`config.mk`:
```
export PLATFORM = sky130hd
export DESIGN_NAME = mpp_port
export DESIGN_NICKNAME = d
export VERILOG_FILES = /design/src/rtl/mpp_pkg.sv /design/src/rtl/mpp_cfg_if.sv /design/src/rtl/mpp_port.sv /design/src/rtl/mpp_regs.sv
export SDC_FILE = /design/constraint.sdc
export NUM_CORES = 1
export LEC_CHECK = 0
export ABC_AREA = 1
export BUFFER_PORTS_ARGS = -buffer_cell sky130_fd_sc_hd__buf_2
export CAP_MARGIN = 40
export CORE_MARGIN = 2
export CORE_UTILIZATION = 30
export DETAILED_ROUTE_END_ITERATION = 10
export PLACE_DENSITY = 0.44
export SLEW_MARGIN = 20
export SYNTH_ARGS = -nofsm -noshare
export SYNTH_HDL_FRONTEND = slang
export SYNTH_HIERARCHICAL = 1
export SYNTH_SLANG_ARGS = --single-unit
```
`constraint.sdc`:
```
create_clock -name clk_i -period 2.11 [get_ports clk_i]
set_input_delay 0.422 -clock clk_i [delete_from_list [all_inputs] [get_ports clk_i]]
set_output_delay 0.422 -clock clk_i [all_outputs]
set_load 0.02 [all_outputs]
```
`src/rtl/mpp_pkg.sv`:
```
package mpp_pkg;

  // ****************************************************************
  // register map, byte offsets on the register port
  // ****************************************************************
  localparam int         MPP_AW         = 10;
  localparam int         MPP_DW         = 8;
  localparam int         MPP_PINS       = 4;
  localparam logic [9:0] OFS_DIR        = 10'h030;
  localparam logic [9:0] OFS_IN_B2      = 10'h031;
  localparam logic [9:0] OFS_IN_B1      = 10'h032;
  localparam logic [9:0] OFS_IN_B0      = 10'h033;
  localparam logic [9:0] OFS_OUT_B2     = 10'h034;
  localparam logic [9:0] OFS_OUT_B1     = 10'h035;
  localparam logic [9:0] OFS_OUT_B0     = 10'h036;
  localparam logic [9:0] OFS_RSVD       = 10'h037;
  localparam logic [9:0] OFS_OUT_VAL    = 10'h038;
  localparam logic [9:0] OFS_IN_VAL     = 10'h20c;

  // ****************************************************************
  // reset values, one bit per pin in each plane
  // ****************************************************************
  localparam logic [3:0] RST_DIR        = 4'h0;
  localparam logic [3:0] RST_IN_B2      = 4'h0;
  localparam logic [3:0] RST_IN_B1      = 4'h0;
  localparam logic [3:0] RST_IN_B0      = 4'hf;
  localparam logic [3:0] RST_OUT_B2     = 4'h0;
  localparam logic [3:0] RST_OUT_B1     = 4'h0;
  localparam logic [3:0] RST_OUT_B0     = 4'h0;
  localparam logic [3:0] RST_OUT_VAL    = 4'h0;
  localparam logic [3:0] RSVD_HI        = 4'h0;

  // ****************************************************************
  // function codes and status flag positions
  // ****************************************************************
  localparam logic [2:0] FN_PLAIN       = 3'h0;
  localparam logic [2:0] FN_ALT         = 3'h1;
  localparam int         ST_HOLDOVER    = 0;
  localparam int         ST_REF1_LOS    = 1;
  localparam int         ST_REF0_LOS    = 2;
  localparam int         ST_LOCK_LOSS   = 3;

endpackage : mpp_pkg

```
`src/rtl/mpp_cfg_if.sv`:
```
`timescale 1ns/1ps
// configuration planes from the register file to the pin logic
interface mpp_cfg_if;
  logic [3:0] dir;
  logic [3:0] in_b2;
  logic [3:0] in_b1;
  logic [3:0] in_b0;
  logic [3:0] out_b2;
  logic [3:0] out_b1;
  logic [3:0] out_b0;
  logic [3:0] out_val;

  modport regs (output dir, in_b2, in_b1, in_b0, out_b2, out_b1, out_b0, out_val);
  modport core (input  dir, in_b2, in_b1, in_b0, out_b2, out_b1, out_b0, out_val);
endinterface : mpp_cfg_if

```
`src/rtl/mpp_port.sv`:
```
`timescale 1ns/1ps
// Contract
// - each pin is an input when its direction bit is 0 and an output when 1; directions reset to 0.
// - an input pin with input code 000 is copied into its bit of the input value field.
// - pin 0 as input with code 001 drives output enable select bit 0.
// - pin 1 as input with code 001 drives output enable select bit 1.
// - pin 2 as input with code 001 drives the manual reference select.
// - every input code resets to 001.
// - an output pin with output code 000 drives its output value bit; output values reset to 0.
// - pin 0 as output with code 001 shows the holdover flag.
// - pin 1 as output with code 001 shows the loss of signal flag of reference 1.
// - pin 2 as output with code 001 shows the loss of signal flag of reference 0.
// - pin 3 as output with code 001 shows the loss of lock flag.
// - every output code resets to 000, with codes 010 to 111 reserved.
// - software writes zero to reserved bits, whose read value is not defined.
// - the input value bits are read only at offset 0x20c.
// - each code is split over three registers, one bit per pin, high code bit lowest address.
module mpp_port
  import mpp_pkg::*;
(
  input  wire logic              clk_i,                     // register clock, 40 MHz
  input  wire logic              rst_i,                     // async reset, active high
  input  wire logic [MPP_AW-1:0] reg_addr_i,                // register byte offset
  input  wire logic              reg_wr_i,                  // write strobe, one cycle
  input  wire logic              reg_rd_i,                  // read strobe, one cycle
  input  wire logic [MPP_DW-1:0] reg_wdata_i,               // write data
  output logic      [MPP_DW-1:0] reg_rdata_o,               // read data, cycle after strobe
  input  wire logic [3:0]        gpio_i,                    // pin levels
  output logic      [3:0]        gpio_o,                    // pin drive values
  output logic      [3:0]        gpio_oe_o,                 // high while driving the pin
  input  wire logic              holdover_i,                // pll holdover flag
  input  wire logic              ref1_los_i,                // loss of signal, reference 1
  input  wire logic              ref0_los_i,                // loss of signal, reference 0
  input  wire logic              lock_loss_i,               // pll loss of lock flag
  output logic      [1:0]        output_enable_select_o,    // pin-driven enable select
  output logic                   manual_reference_select_o  // pin-driven reference select
);

  // ****************************************************************
  // helpers
  // ****************************************************************
  // rebuild one pin's code from the three bit planes
  function automatic logic [2:0] code_of(input logic [3:0] b2,
                                         input logic [3:0] b1,
                                         input logic [3:0] b0,
                                         input int         n);
    code_of = {b2[n], b1[n], b0[n]};
  endfunction : code_of

  // ****************************************************************
  // register file
  // ****************************************************************
  mpp_cfg_if cfg ();

  mpp_regs u_regs (
    .clk_i       (clk_i),
    .rst_i       (rst_i),
    .reg_addr_i  (reg_addr_i),
    .reg_wr_i    (reg_wr_i),
    .reg_wdata_i (reg_wdata_i),
    .cfg         (cfg.regs)
  );

  // ****************************************************************
  // per-pin function decode
  // ****************************************************************
  logic [3:0] in_val_q;
  logic [3:0] status;
  logic [2:0] in_fn  [4];
  logic [2:0] out_fn [4];
  logic [3:0] plain_d;
  logic [3:0] alt_in;
  logic [3:0] drive_d;
  logic [3:0] pin_d;

  // status flags indexed by the pin that can show them
  assign status[ST_HOLDOVER]  = holdover_i;
  assign status[ST_REF1_LOS]  = ref1_los_i;
  assign status[ST_REF0_LOS]  = ref0_los_i;
  assign status[ST_LOCK_LOSS] = lock_loss_i;

  // reserved codes select nothing: the pin reads 0 or drives 0
  for (genvar n = 0; n < MPP_PINS; n++) begin : g_pin
    assign in_fn[n]   = code_of(cfg.in_b2, cfg.in_b1, cfg.in_b0, n);
    assign out_fn[n]  = code_of(cfg.out_b2, cfg.out_b1, cfg.out_b0, n);
    assign plain_d[n] = !cfg.dir[n] && (in_fn[n] == FN_PLAIN) && gpio_i[n];
    assign alt_in[n]  = !cfg.dir[n] && (in_fn[n] == FN_ALT) && gpio_i[n];
    assign drive_d[n] = (out_fn[n] == FN_PLAIN) ? cfg.out_val[n] :
                        (out_fn[n] == FN_ALT)   ? status[n] : 1'b0;
    assign pin_d[n]   = cfg.dir[n] && drive_d[n];
  end

  // ****************************************************************
  // read mux
  // ****************************************************************
  // reserved upper bits and unmapped offsets read as zero
  logic [3:0] rd_nib;
  assign rd_nib = (reg_addr_i == OFS_DIR)     ? cfg.dir     :
                  (reg_addr_i == OFS_IN_B2)   ? cfg.in_b2   :
                  (reg_addr_i == OFS_IN_B1)   ? cfg.in_b1   :
                  (reg_addr_i == OFS_IN_B0)   ? cfg.in_b0   :
                  (reg_addr_i == OFS_OUT_B2)  ? cfg.out_b2  :
                  (reg_addr_i == OFS_OUT_B1)  ? cfg.out_b1  :
                  (reg_addr_i == OFS_OUT_B0)  ? cfg.out_b0  :
                  (reg_addr_i == OFS_OUT_VAL) ? cfg.out_val :
                  (reg_addr_i == OFS_IN_VAL)  ? in_val_q    : 4'h0;

  // read data holds between strobes so a slow reader sees it stable
  always_ff @(posedge clk_i or posedge rst_i) begin
    if (rst_i) begin
      reg_rdata_o <= 8'h00;
    end else if (reg_rd_i) begin
      reg_rdata_o <= {RSVD_HI, rd_nib};
    end
  end

  // ****************************************************************
  // input side
  // ****************************************************************
  // a pin not in plain input mode reads 0, never a stale level
  always_ff @(posedge clk_i or posedge rst_i) begin
    if (rst_i) begin
      in_val_q <= 4'h0;
    end else begin
      in_val_q <= plain_d;
    end
  end

  // internal controls; pin 3 has no alternate input
  always_ff @(posedge clk_i or posedge rst_i) begin
    if (rst_i) begin
      output_enable_select_o    <= 2'h0;
      manual_reference_select_o <= 1'b0;
    end else begin
      output_enable_select_o[0] <= alt_in[0];
      output_enable_select_o[1] <= alt_in[1];
      manual_reference_select_o <= alt_in[2];
    end
  end

  // ****************************************************************
  // output side
  // ****************************************************************
  // data and enable registered together so they change on one edge
  always_ff @(posedge clk_i or posedge rst_i) begin
    if (rst_i) begin
      gpio_o    <= 4'h0;
      gpio_oe_o <= 4'h0;
    end else begin
      gpio_o    <= pin_d;
      gpio_oe_o <= cfg.dir;
    end
  end
endmodule : mpp_port

```
`src/rtl/mpp_regs.sv`:
```
`timescale 1ns/1ps
module mpp_regs
  import mpp_pkg::*;
(
  input  wire logic              clk_i,       // register clock
  input  wire logic              rst_i,       // async reset, active high
  input  wire logic [MPP_AW-1:0] reg_addr_i,  // byte offset
  input  wire logic              reg_wr_i,    // write strobe
  input  wire logic [MPP_DW-1:0] reg_wdata_i, // write data
  mpp_cfg_if.regs                cfg          // planes to pin logic
);

  // ****************************************************************
  // write decode
  // ****************************************************************
  // only the low nibble is stored; upper bits are reserved
  wire logic [3:0] wnib     = reg_wdata_i[3:0];
  wire logic       we_dir   = reg_wr_i && (reg_addr_i == OFS_DIR);
  wire logic       we_in2   = reg_wr_i && (reg_addr_i == OFS_IN_B2);
  wire logic       we_in1   = reg_wr_i && (reg_addr_i == OFS_IN_B1);
  wire logic       we_in0   = reg_wr_i && (reg_addr_i == OFS_IN_B0);
  wire logic       we_out2  = reg_wr_i && (reg_addr_i == OFS_OUT_B2);
  wire logic       we_out1  = reg_wr_i && (reg_addr_i == OFS_OUT_B1);
  wire logic       we_out0  = reg_wr_i && (reg_addr_i == OFS_OUT_B0);
  wire logic       we_outv  = reg_wr_i && (reg_addr_i == OFS_OUT_VAL);

  // ****************************************************************
  // storage
  // ****************************************************************
  // one code bit per register, pin n in bit n
  always_ff @(posedge clk_i or posedge rst_i) begin
    if (rst_i) begin
      cfg.dir     <= RST_DIR;
      cfg.in_b2   <= RST_IN_B2;
      cfg.in_b1   <= RST_IN_B1;
      cfg.in_b0   <= RST_IN_B0;
      cfg.out_b2  <= RST_OUT_B2;
      cfg.out_b1  <= RST_OUT_B1;
      cfg.out_b0  <= RST_OUT_B0;
      cfg.out_val <= RST_OUT_VAL;
    end else begin
      if (we_dir)  cfg.dir     <= wnib;
      if (we_in2)  cfg.in_b2   <= wnib;
      if (we_in1)  cfg.in_b1   <= wnib;
      if (we_in0)  cfg.in_b0   <= wnib;
      if (we_out2) cfg.out_b2  <= wnib;
      if (we_out1) cfg.out_b1  <= wnib;
      if (we_out0) cfg.out_b0  <= wnib;
      if (we_outv) cfg.out_val <= wnib;
    end
  end

endmodule : mpp_regs

```
==> flow_results.org, run 1 <==
** STA
- For the final database, setup skew stands at around 12 ps.
- Least-Margin Pin Slew :: 561.0 ps
- Measured against its own limit, the worst slew margin works out to 61.63%.
- Peak Freq :: 653.3 MHz
- RSZ-0062 raised after global routing :: no
- Setup violations remaining at the end of the flow were counted as 0.
- The number of pins with negative max-slew slack in the final report was 0.
- Setup slack closes at 579.2 ps.
- Final sum of negative setup slack :: 0 ps
- Dividing the final minimum period by the clock period gives 72.55%.
- The final count of hold timing violations was 0.
- Final min period :: 1531 ps

** Global routing
- For this run, the total global-route usage over all layers was measured as 17.01%.
- The number of global-route vias before repair was 2,412.
- Antenna violations before repair :: 0
- First-pass GRT wire length :: 13,000 um
- Summed over all layers, the global routing overflow is 0.
- Pin count of the biggest net entering global routing :: 33

** Drt
- Residual DRC :: 0
- Vias per cell :: 4.712
- After detailed routing, the average wire length per cell comes to between 15 and 20 um.
- The final layout contains routed wiring with a total length of 7884 um.
- DRT Pass-1 Iters :: 4
- In this run the remaining antenna-violating nets after routing total 0.
- Vias :: 2,417
- Number of DRC violations after detailed-routing iteration 0 :: 192

** Power and ir drop
- Across the VDD grid, the largest voltage drop is 0.2684 mV.
- Power per cell area :: between 600 and 700 nW/um^2
- Total power :: about 1.9 mW
- Cell leakage power :: 1.621 nW

** Synthesis
- Summed over all instances, the cell type with the most area after synthesis is dfrtp_1.
- After synthesis, the share of flip-flops with an asynchronous set or reset is 100.0%.
- The most common cell in the synthesized netlist is nand2_1.
- Count of yosys warnings during synthesis :: 6
- Post-synthesis cell count :: 362
- Sequential area share after synthesis :: a little under half
- EDFF count, synth :: 0
- The top cell type by area accounts for 42.65% of the synthesized area.
- Count of cell types in the netlist :: 28
- Yosys attributes the largest share of cell area to dfrtp_1, nand2_1, nand3_1.
- Synthesis inferred 51 register bits.
- Sorting the synthesized cells by how often they occur yields nand2_1, nand3_1, dfrtp_1.
- Most frequently used flop master after synthesis :: dfrtp_1
- Summing every instance area after synthesis gives 2758 sq um.
- Dividing the synthesized area by the synthesized cell count gives 7.618 sq um.

** Clock network
- TritonCTS built the clock tree.
- Hold Buf Count CTS :: 0
- Number of H-tree levels :: 2
- The number of setup buffers added after CTS is 0.
- Worst-skew pair later-pin latency :: between 300 and 400 ps
- Num CTS Buffers :: 5
- CTS-repair resized insts :: 0
- Clock root cell :: clkbuf_8
- Clock tree sinks :: 51
- The clock passes through at most 2 buffers.
- Clock-pin slew was measured on the worst setup and hold paths at 100 ps.

** Worst hold path
- Path class of the lowest-slack min-delay path :: input pin to async pin

** Die
- Overall die width :: between 90 and 100 um
- The die is 99.88 um tall.
- Std-Cell Core Area :: about 8800 sq um
- Once the floorplan was initialized, standard cells occupied 31.32% of the core.
- For this design the top-level I/O count stands at 49.
- Overall die area :: 9975 sq um
- The floorplan has 34 rows.

** Layout
- For this run, the post-layout net count is 434.
- Post-synthesis to final-layout area growth :: 15.06%
- Fraction of final layout cells sized beyond drive strength 1 :: 22.47%
- Area occupied by multi-input gates :: 1235 sq um
- Register area :: between 1000 and 1500 sq um
- The number of antenna diodes in the final layout is 0.
- Counting the fill cells in the layout gives 943.

** Setup path
- WP buf/inv :: 2
- On the worst path, the slowest cell contributes a delay of 390 ps.
- Worst setup path class :: input pin to flop
- Kind of cell adding the most delay to the critical path :: simple AND/OR/NAND/NOR gates
- R2R Path Start :: u_regs/cfg.out_b0[2]
- Traced cell by cell, the critical path runs through buf_2, nor2_2, inv_2, nor3_1, nand2_1, nand4_1, nand2_1, nand2_1.
- Data arrives at the worst endpoint at ~1800 ps.
- The slowest stage of the critical path belongs to the cell nor3_1.
- Tracing the worst setup path back leads to its startpoint at reg_addr_i[9].
- The worst setup path is launched from an input pin.
- Worst Path Required :: 2370 ps
- Peak fanout along the critical path :: 10
- In this design, the critical path's most frequently occurring cell is nand2_1.
- Type of element capturing the critical path :: flop

** Placed design
- Routability-driven placement finished with a final weighted congestion of 0.8799.
- Pre-CTS setup slack :: 234.9 ps
- HPWL reported at the end of detailed placement :: 6171 um
- Input and output buffers added on the ports amount to 40.

** Flow run
- Number of max-cap violations :: 0

** Outcome
- The flow ran to the end, and the final reports show no timing, DRC or antenna violations.
power breakdown:
group	internal, mW	leakage (nW)	switching, mW
combinational	0.0521	0.881	0.138
clock	0.358	0.0548	0.363
sequential	0.994	0.686	0.0129
total	1.40	1.62	0.513
flip-flops by register name (all words and copies together), names as in the netlist:
name                       count
gpio_o                         4
gpio_oe_o                      4
in_val_q                       4
manual_reference_select_o      1
output_enable_select_o         2
reg_rdata_o                    4
u_regs/cfg.dir                 4
u_regs/cfg.in_b0               4
u_regs/cfg.in_b1               4
u_regs/cfg.in_b2               4
u_regs/cfg.out_b0              4
u_regs/cfg.out_b1              4
u_regs/cfg.out_b2              4
u_regs/cfg.out_val             4
per-stage QoR:
step                      cell area, sq um  util, %  instances  hold WS (ps)
after CTS                             3158    35.86        512         204.7
final                                 3173    36.03        513         56.92
after detailed placement              3043    34.56        504         441.9
after global placement                3043    34.56        504         442.6
after floorplan                       2769        -        365         373.1
after global routing                  3173    36.03        513         75.98
layout by cell type, fill, tap and decap left out, drive strengths merged:
cell and n:
conb 4, clkbuf 5, clkinv 1, dfstp 4
clkinvlp 1, o2111ai 1, nand3 62, inv 47
mux2i 3, bufinv 1, nor4 5, nand4 8
nor3 8, nor2 46, dfrtp 47, a21oi 3
or2 1, a2111oi 1, buf 43, o21ai 4
nand2 110
worst paths after layout:
| check | endpoint | slack [ps] | depth (start not counted) |
|---|---|---|---|
| hold reg to reg | gpio_oe_o[3] | 460 | 0 |
| setup / recovery | reg_rdata_o[1] | 580 | 8 |
| hold / removal | in_val_q[1] | 60 | 2 |
| min in group clk_i | output_enable_select_o[1] | 360 | 3 |
| max in group asynchronous | u_regs/cfg.in_b0[3] | 1580 | 3 |
| setup reg to reg | gpio_o[2] | 870 | 3 |
logic make-up (layout without fill, tap and decap cells):
| kind of cell | after synthesis | count (layout) | share of synthesized area, % |
|---|---|---|---|
| AOI/OAI and AO/OA | 9 | 9 | 1.906 |
| buffers and inverters | 58 | 98 | 9.165 |
| DFF | 51 | 51 | 46.46 |
| muxes | 3 | 3 | 1.089 |
| other | 1 | 4 | 0.1360 |
| and+or+nand+nor | 240 | 240 | 41.24 |
area by class of cell:
cell class | instances | share of cell area [%]
sequential | 51 | 40.38
multi-input combinational | 256 | 38.92
timing repair buffer | 43 | 7.256
inverter | 47 | 5.560
tap | 108 | 4.259
clock buffer | 5 | 2.169
clock inverter | 3 | 1.459
routing by layer:
layer	part of all wire (%)	track usage (%)	wire (um)
met5	0	0	0
met4	1.1	3.793	85
met3	3.1	2.507	243
met1	48	24.23	3778
met2	48	27.55	3776
Note: power is estimated with default switching activity, not from simulation.
==> inputs of run 2 (changes only) <==
==> constraint.sdc (replaced) <==
create_clock -name clk_i -period 1.55 [get_ports clk_i]
set_input_delay 0.31 -clock clk_i [delete_from_list [all_inputs] [get_ports clk_i]]
set_output_delay 0.31 -clock clk_i [all_outputs]
set_load 0.02 [all_outputs]
==> run 2 against run 1 <==
Global-route usage is 0.24 points lower. Via count is 4.6% higher. Critical path type unchanged. Die area did not move. Sequential share of layout area is 3.2 points lower. Clock power is 53% higher. Sequential power up 36%. Combinational power is 59% higher. Design area is 8.6% higher. Final cell count increased by 6.0%. Worst setup slack lost 320 ps. Clock-buffer cell count unchanged.
==> flow_results.org, run 2 (synthesis gave the netlist of run 1 again) <==
** Setup path
- The worst setup path is captured at a flop.
- WP buf/inv :: 4
- The cell family contributing the most delay on the critical path is simple AND/OR/NAND/NOR gates.
- The worst setup path is launched from an input pin.
- Stage delay of the slowest cell on the critical path :: between 300 and 400 ps
- Peak fanout along the critical path :: 7
- The largest individual stage delay along the critical path comes from the cell nor2_2.
- In this run the worst setup path begins at reg_addr_i[9].
- STA puts the critical path data arrival time at 1540 ps.
- The signal on the critical path passes through buf_2, nor2_2, buf_4, nand2_1, nor3_1, buf_4, a21oi_1, nand3_1, nand2_1, inv_1.
- R2R Path Start :: u_regs/cfg.in_b0[2]
- Worst setup path class :: input pin to flop
- For the worst setup path, the data required time is 1800 ps.

** STA
- Final-report setup violation count :: 0
- Peak Freq :: 773.4 MHz
- In the finished design, the share of the clock period the worst path needs comes to 83.42%.
- Min setup slack post-route :: 257.0 ps
- The worst path needs approximately 1300 ps of the cycle, external delays included.
- Setup repair after global routing left no endpoint under its margin.
- Smallest hold slack :: roughly 230 ps
- Between clock sinks in the finished design, the worst skew comes to 8.309 ps.
- Max-slew violations :: 0
- Final Hold Violating Endpoints :: 0

** Layout
- Commonest non-fill, non-tap cells in the layout :: nand2_1, nand3_1, dfrtp_1, buf_2, inv_1
- Relative to the synthesized area, the layout overhead comes to 25.00%.
- Antenna diode count :: 0
- Fraction of final layout cells sized beyond drive strength 1 :: 27.75%
- Total number of nets in the final design :: 465
- The library cell used most frequently in the layout, excluding fill and tap cells, is nand2_1.

** Clock network
- TritonCTS built the clock tree.
- Number of H-tree levels :: 2
- CTS-repair resized insts :: 0
- Worst-skew pair later-pin latency :: around 300 ps
- In this run the clock root is driven by a clkbuf_8.
- The clock passes through at most 2 buffers.
- Setup Buffers After CTS :: 0
- Clock tree sinks :: 51
- After clock tree synthesis, the flow added hold-fix buffers numbering 1.
- Clock transition at the registers of the reported paths :: about 100 ps
- TritonCTS created 5 clock buffers.

** Drt
- Detail Route Antenna Nets :: 0
- Number of DRC violations after detailed-routing iteration 0 :: 113
- Residual DRC :: 0
- Vias per cell :: between 4 and 5
- For this run, the detailed router's first-pass iteration total came to 4.
- For this block, the via count after detailed routing is between 2,000 and 3,000.
- The final layout contains routed wiring with a total length of slightly above 8000 um.
- Average wire length per cell after detail routing :: 14.89 um

** Flow run
- Number of max-cap violations :: 0

** Global routing
- Entering global routing, the biggest net connects 33 pins.
- The total overflow left after global routing is 0.
- The initial antenna violation count is 0.
- The first global-routing pass estimated between 10,000 and 15,000 um of wire.
- Vias in the first global route :: around 2,500
- Global-route usage over all layers :: approximately 17%

** Die
- In this run the core area contains 34 standard-cell rows.
- The die is 99.88 um wide.
- The core region is 8806 sq um.
- Die Y-Extent :: 99.88 um
- Initial standard-cell utilization of the core :: 31.32%
- Overall die area :: 9975 sq um
- Number of top-level pins :: 49

** Placed design
- During placement, the flow inserted port buffers numbering 40.
- Routability-driven placement finished with a final weighted congestion of 0.9144.
- At the placement stage, the worst setup path has a slack of -50.57 ps.
- HPWL reported at the end of detailed placement :: 6416 um

** Power and ir drop
- Worst VDD drop :: between 0.3 and 0.4 mV
- Dividing total power by cell area gives a power density of about 800 nW/um^2.
- Total power :: roughly 2.8 mW
- The analysis attributes to cell leakage a power of 1.790 nW.

** Outcome
- Outcome :: finished, final reports clean

** Worst hold path
- The worst hold path begins at gpio_i[3].
- Path class of the lowest-slack min-delay path :: input pin to flop
[run 2: cell count changes in the layout (fill, tap and decap cells not counted), sizes merged]
cell / before / now
dlygate4sd3: 0 / 1
bufinv: 1 / 2
inv: 47 / 46
buf: 43 / 73
[run 2: worst paths after layout]
check / end / depth (start not counted) / slack, ps
max: reg_rdata_o[2] / 10 / 260
min: in_val_q[3] / 3 / 230
max reg2reg: reg_rdata_o[2] / 6 / 390
min reg2reg: gpio_oe_o[0] / 0 / 460
max in group asynchronous: reg_rdata_o[2] / 4 / 560
min in group asynchronous: in_val_q[1] / 3 / 510
[run 2: worst reg2reg max path, cell delays in order (launching register included)]
cell       delay (ps)
dfstp_2           580
o2111ai_1         130
nand4_1           150
nand2_1            60
nand3_1            90
nand2_1            60
inv_1              40
[run 2: routing by layer]
metal | GRT usage (%) | vias to the layer above | wire [um]
met4 | 2.845 | 0 | 35
met1 | 23.43 | 1180 | 3812
met5 | 0 | - | 0
met2 | 27.60 | 49 | 3850
met3 | 3.203 | 2 | 400
li1 | - | 1296 | -
[run 2: metrics by stage]
step | util (%) | instance area (sq um) | instances | TNS [ps]
floorplan | - | 2769 | 365 | 0
global placement | 37.48 | 3301 | 535 | -152.1
detailed placement | 37.48 | 3301 | 535 | -179.4
CTS | 39.14 | 3447 | 544 | 0
global route | 39.14 | 3447 | 544 | 0
finish | 39.14 | 3447 | 544 | 0
[run 2: power by group]
part           switching, mW  leakage [nW]  total, mW  internal (mW)
registers             0.0181         0.686       1.37           1.35
logic                  0.196          1.04      0.302          0.106
clock network          0.456        0.0644       1.10          0.644
total                  0.670          1.79       2.77           2.10
[run 2: layout make-up]
cell class                 count  area, sq um
clock inverter                 3        67.56
timing repair buffer          74        483.0
tap                          108        135.1
clock buffer                   5        68.82
fill                         938         5359
multi-input combinational    256         1235
inverter                      47        176.4
sequential                    51         1281
==> inputs of run 3 (changes only) <==
==> constraint.sdc (replaced) <==
create_clock -name clk_i -period 1.3 [get_ports clk_i]
set_input_delay 0.26 -clock clk_i [delete_from_list [all_inputs] [get_ports clk_i]]
set_output_delay 0.26 -clock clk_i [all_outputs]
set_load 0.02 [all_outputs]
==> run 3 against run 2 <==
Core utilization grew 0.057 points. Routed wire length grew 5.4%. Clock skew grew 4.3 ps. Clock-buffer cell count is the same. Critical path type is now flop to flop. Critical endpoint is now gpio_o[2]. Highest routed layer unchanged.
==> flow_results.org, run 3 (synthesis gave the netlist of run 1 again) <==
** Worst hold path
- Hold wc startpoint :: gpio_i[3]
- The worst hold path terminates at in_val_q[3].
- Path class of the lowest-slack min-delay path :: input pin to flop
- The worst hold path passes through 3 cells.

** Clock network
- The number of setup buffers added after CTS is 0.
- Clock tree sinks :: 51
- In this run, CTS created clock tree buffers numbering 5.
- Buffer levels on the longest clock path :: 2
- Clock transition at the registers of the reported paths :: 110 ps
- TritonCTS built the clock tree.
- The cell sitting at the root of the clock tree is a clkbuf_8.
- Number of H-tree levels :: 2
- The clock reaches the later pin of the worst-skew pair after between 300 and 400 ps.

** Layout
- In the final layout, the multi-input gates occupy 1240 sq um.
- Final std cell area, no fill :: 3452 sq um
- Relative to the synthesized area, the layout overhead comes to 25.18%.
- Fraction of final layout cells sized beyond drive strength 1 :: 28.08%
- Final instance count without filler cells :: 546
- Commonest non-fill, non-tap cells in the layout :: nand2_1, nand3_1, dfrtp_1, buf_2, inv_1
- The filler cells instantiated in the layout total 911.
- Across the whole layout, storage elements account for 1281 sq um.
- Utilization after layout :: around two fifths
- The net count of the finished layout is 467.
- The library cell used most frequently in the layout, excluding fill and tap cells, is nand2_1.
- Antenna diode count :: 0

** Drt
- Post-Route WL :: 8537 um
- In the routed design, unresolved DRC markers number 0.
- Number of DRC violations after detailed-routing iteration 0 :: between 150 and 200
- DRT Pass-1 Iters :: 7
- Vias :: roughly 2,600
- Average wire length per cell after detail routing :: 15.64 um
- Vias per cell :: around 4.8
- Detail Route Antenna Nets :: 0

** Global routing
- Met2 routing resource usage after global routing :: 30.93%
- For met1 alone, demand over resource in global routing was 24.86%.
- The initial antenna violation count is 0.
- Vias in the first global route :: 2,612
- After global routing the overflow that remains totals 0.
- The layer flagged by global routing as most heavily used is met2.
- Entering global routing, the biggest net connects 33 pins.
- First-pass GRT wire length :: 13,860 um
- In the global route stage, met3 resource usage came out at 2.298%.
- Global routing consumed, over all layers together, 18.22% of the routing resources.

** Setup path
- Worst Path Required :: 1450 ps
- Arrival time worst endpoint :: 1350 ps
- In this run the worst path has a maximum fanout of 3.
- Type of element capturing the critical path :: flop
- The worst setup path is launched from a flop.
- Reg-to-Reg End :: gpio_o[2]
- Across all register-to-register paths, the minimum setup slack is 90 ps.
- R2R Path Start :: u_regs/cfg.out_b0[2]
- Counting cells, the worst reg-to-reg path comes to 3.
- The critical path is of the flop to flop type.

** Placed design
- Routability-driven placement finished with a final weighted congestion of 0.8336.
- The number of placed instances, taps included, is 537.
- Pre-CTS setup slack :: -215.9 ps
- The wire-length estimate of the detail-placed layout is 6698 um.
- IO Port Bufs :: 40
- The placed instances occupy a cell area of 3341 sq um.

** Power and ir drop
- Power spent charging and discharging nets :: between 0.8 and 0.9 mW
- The worst-case IR drop observed on VDD is around 0.38 mV.
- Cell leakage power :: 1.793 nW
- Logic gate share of total power :: between 10 and 15%
- Clk network pwr share :: around a third
- Internal Dissipation :: 2.150 mW
- Switching part of the total power :: 28.50%
- Power per cell area :: 871.3 nW/um^2
- Sequential power share :: 54.4%

** STA
- The final count of hold timing violations was 0.
- Final sum of negative setup slack :: 0 ps
- Setup violations remaining at the end of the flow were counted as 0.
- Clock Skews :: 12.62 ps
- The final critical path takes up just over 90% of the cycle.
- Timing would allow up to slightly above 800 MHz.
- Max-slew violations :: 0
- Counting I/O delays and the setup requirement, the final critical path takes 1205 ps.
- Headroom to the max-slew limit came out at between 60% and 70%.
- Setup slack on the critical path of the routed design comes to 94.75 ps.
- Least-Margin Pin Slew :: 523.1 ps
- Setup repair after global routing left no endpoint under its margin.

** Flow run
- Max-cap violations in this run came to 0.

** Die
- Number of top-level pins :: 49
- Overall die area :: 9975 sq um
- Std-Cell Core Area :: 8806 sq um
- Overall die width :: 99.88 um
- Core Rows :: 34
- Die Y-Extent :: 99.88 um
- Initial standard-cell utilization of the core :: between 30% and 40%

** Outcome
- Outcome :: finished, final reports clean
-- run 3: changes by cell type in the layout (fill, tap and decap cells not counted), sizes merged --
| cell | previous run | this run |
|---|---|---|
| buf | 73 | 75 |
| bufinv | 2 | 0 |
| inv | 46 | 48 |
-- run 3: worst max-delay path, cell delays in order, from the launching register on --
cell and delay [ps]:
dfrtp_1 420, inv_1 80, nand2_1 50, a2111oi_0 500
-- run 3: routing by layer --
metal,share of wire [%],wire length (um)
met4,1.2,103
met1,44,3738
met2,50,4266
met5,0,0
met3,5.0,428
-- run 3: power by group through the flow --
stage / Sequential (mW) / Combinational (mW) / Clock, mW
floorplan: 1.66 / 0.188 / 0
finish: 1.64 / 0.375 / 0.997
global placement: 1.67 / 0.375 / 0
global route: 1.64 / 0.420 / 1.09
CTS: 1.64 / 0.379 / 1.03
detailed placement: 1.67 / 0.375 / 0
-- run 3: through the flow --
step,total power [mW],hold slack [ps]
2_1_floorplan,1.850,211.1
3_3_place_gp,2.042,262.9
3_5_place_dp,2.042,265.5
4_1_cts,3.043,192.3
5_1_grt,3.147,193.1
6_report,3.008,194.8
-- run 3: worst max-delay path by stage --
stage / start / cells past startpoint / slack (ps) / endpoint
after floorplan: reg_addr_i[4] / 10 / 150 / reg_rdata_o[0]
after global placement: reg_addr_i[9] / 9 / -230 / reg_rdata_o[0]
after detailed placement: reg_addr_i[9] / 9 / -220 / reg_rdata_o[0]
after CTS: reg_addr_i[9] / 9 / 100 / reg_rdata_o[0]
after global routing: reg_addr_i[7] / 11 / 8 / reg_rdata_o[0]
final: u_regs/cfg.out_b0[2] / 3 / 90 / gpio_o[2]
-- run 3: repair_timing --
| item | 4_1_cts | 5_1_grt |
|---|---|---|
| endpoints found under the hold margin | 34 | 0 |
| resized for setup | 0 | 1 |
| hold buffers | 1 | 0 |
| endpoints found under the setup margin | 0 | 4 |
-- run 3: area by class of cell --
class                   instances  share of cell area, %
flip-flops and latches         51                  37.11
multi-input cells             256                  35.92
repair buffers                 76                  15.15
inverters                      47                  5.111
well taps                     108                  3.914
clock buffers                   5                  1.993
clock inverters                 3                 0.7974
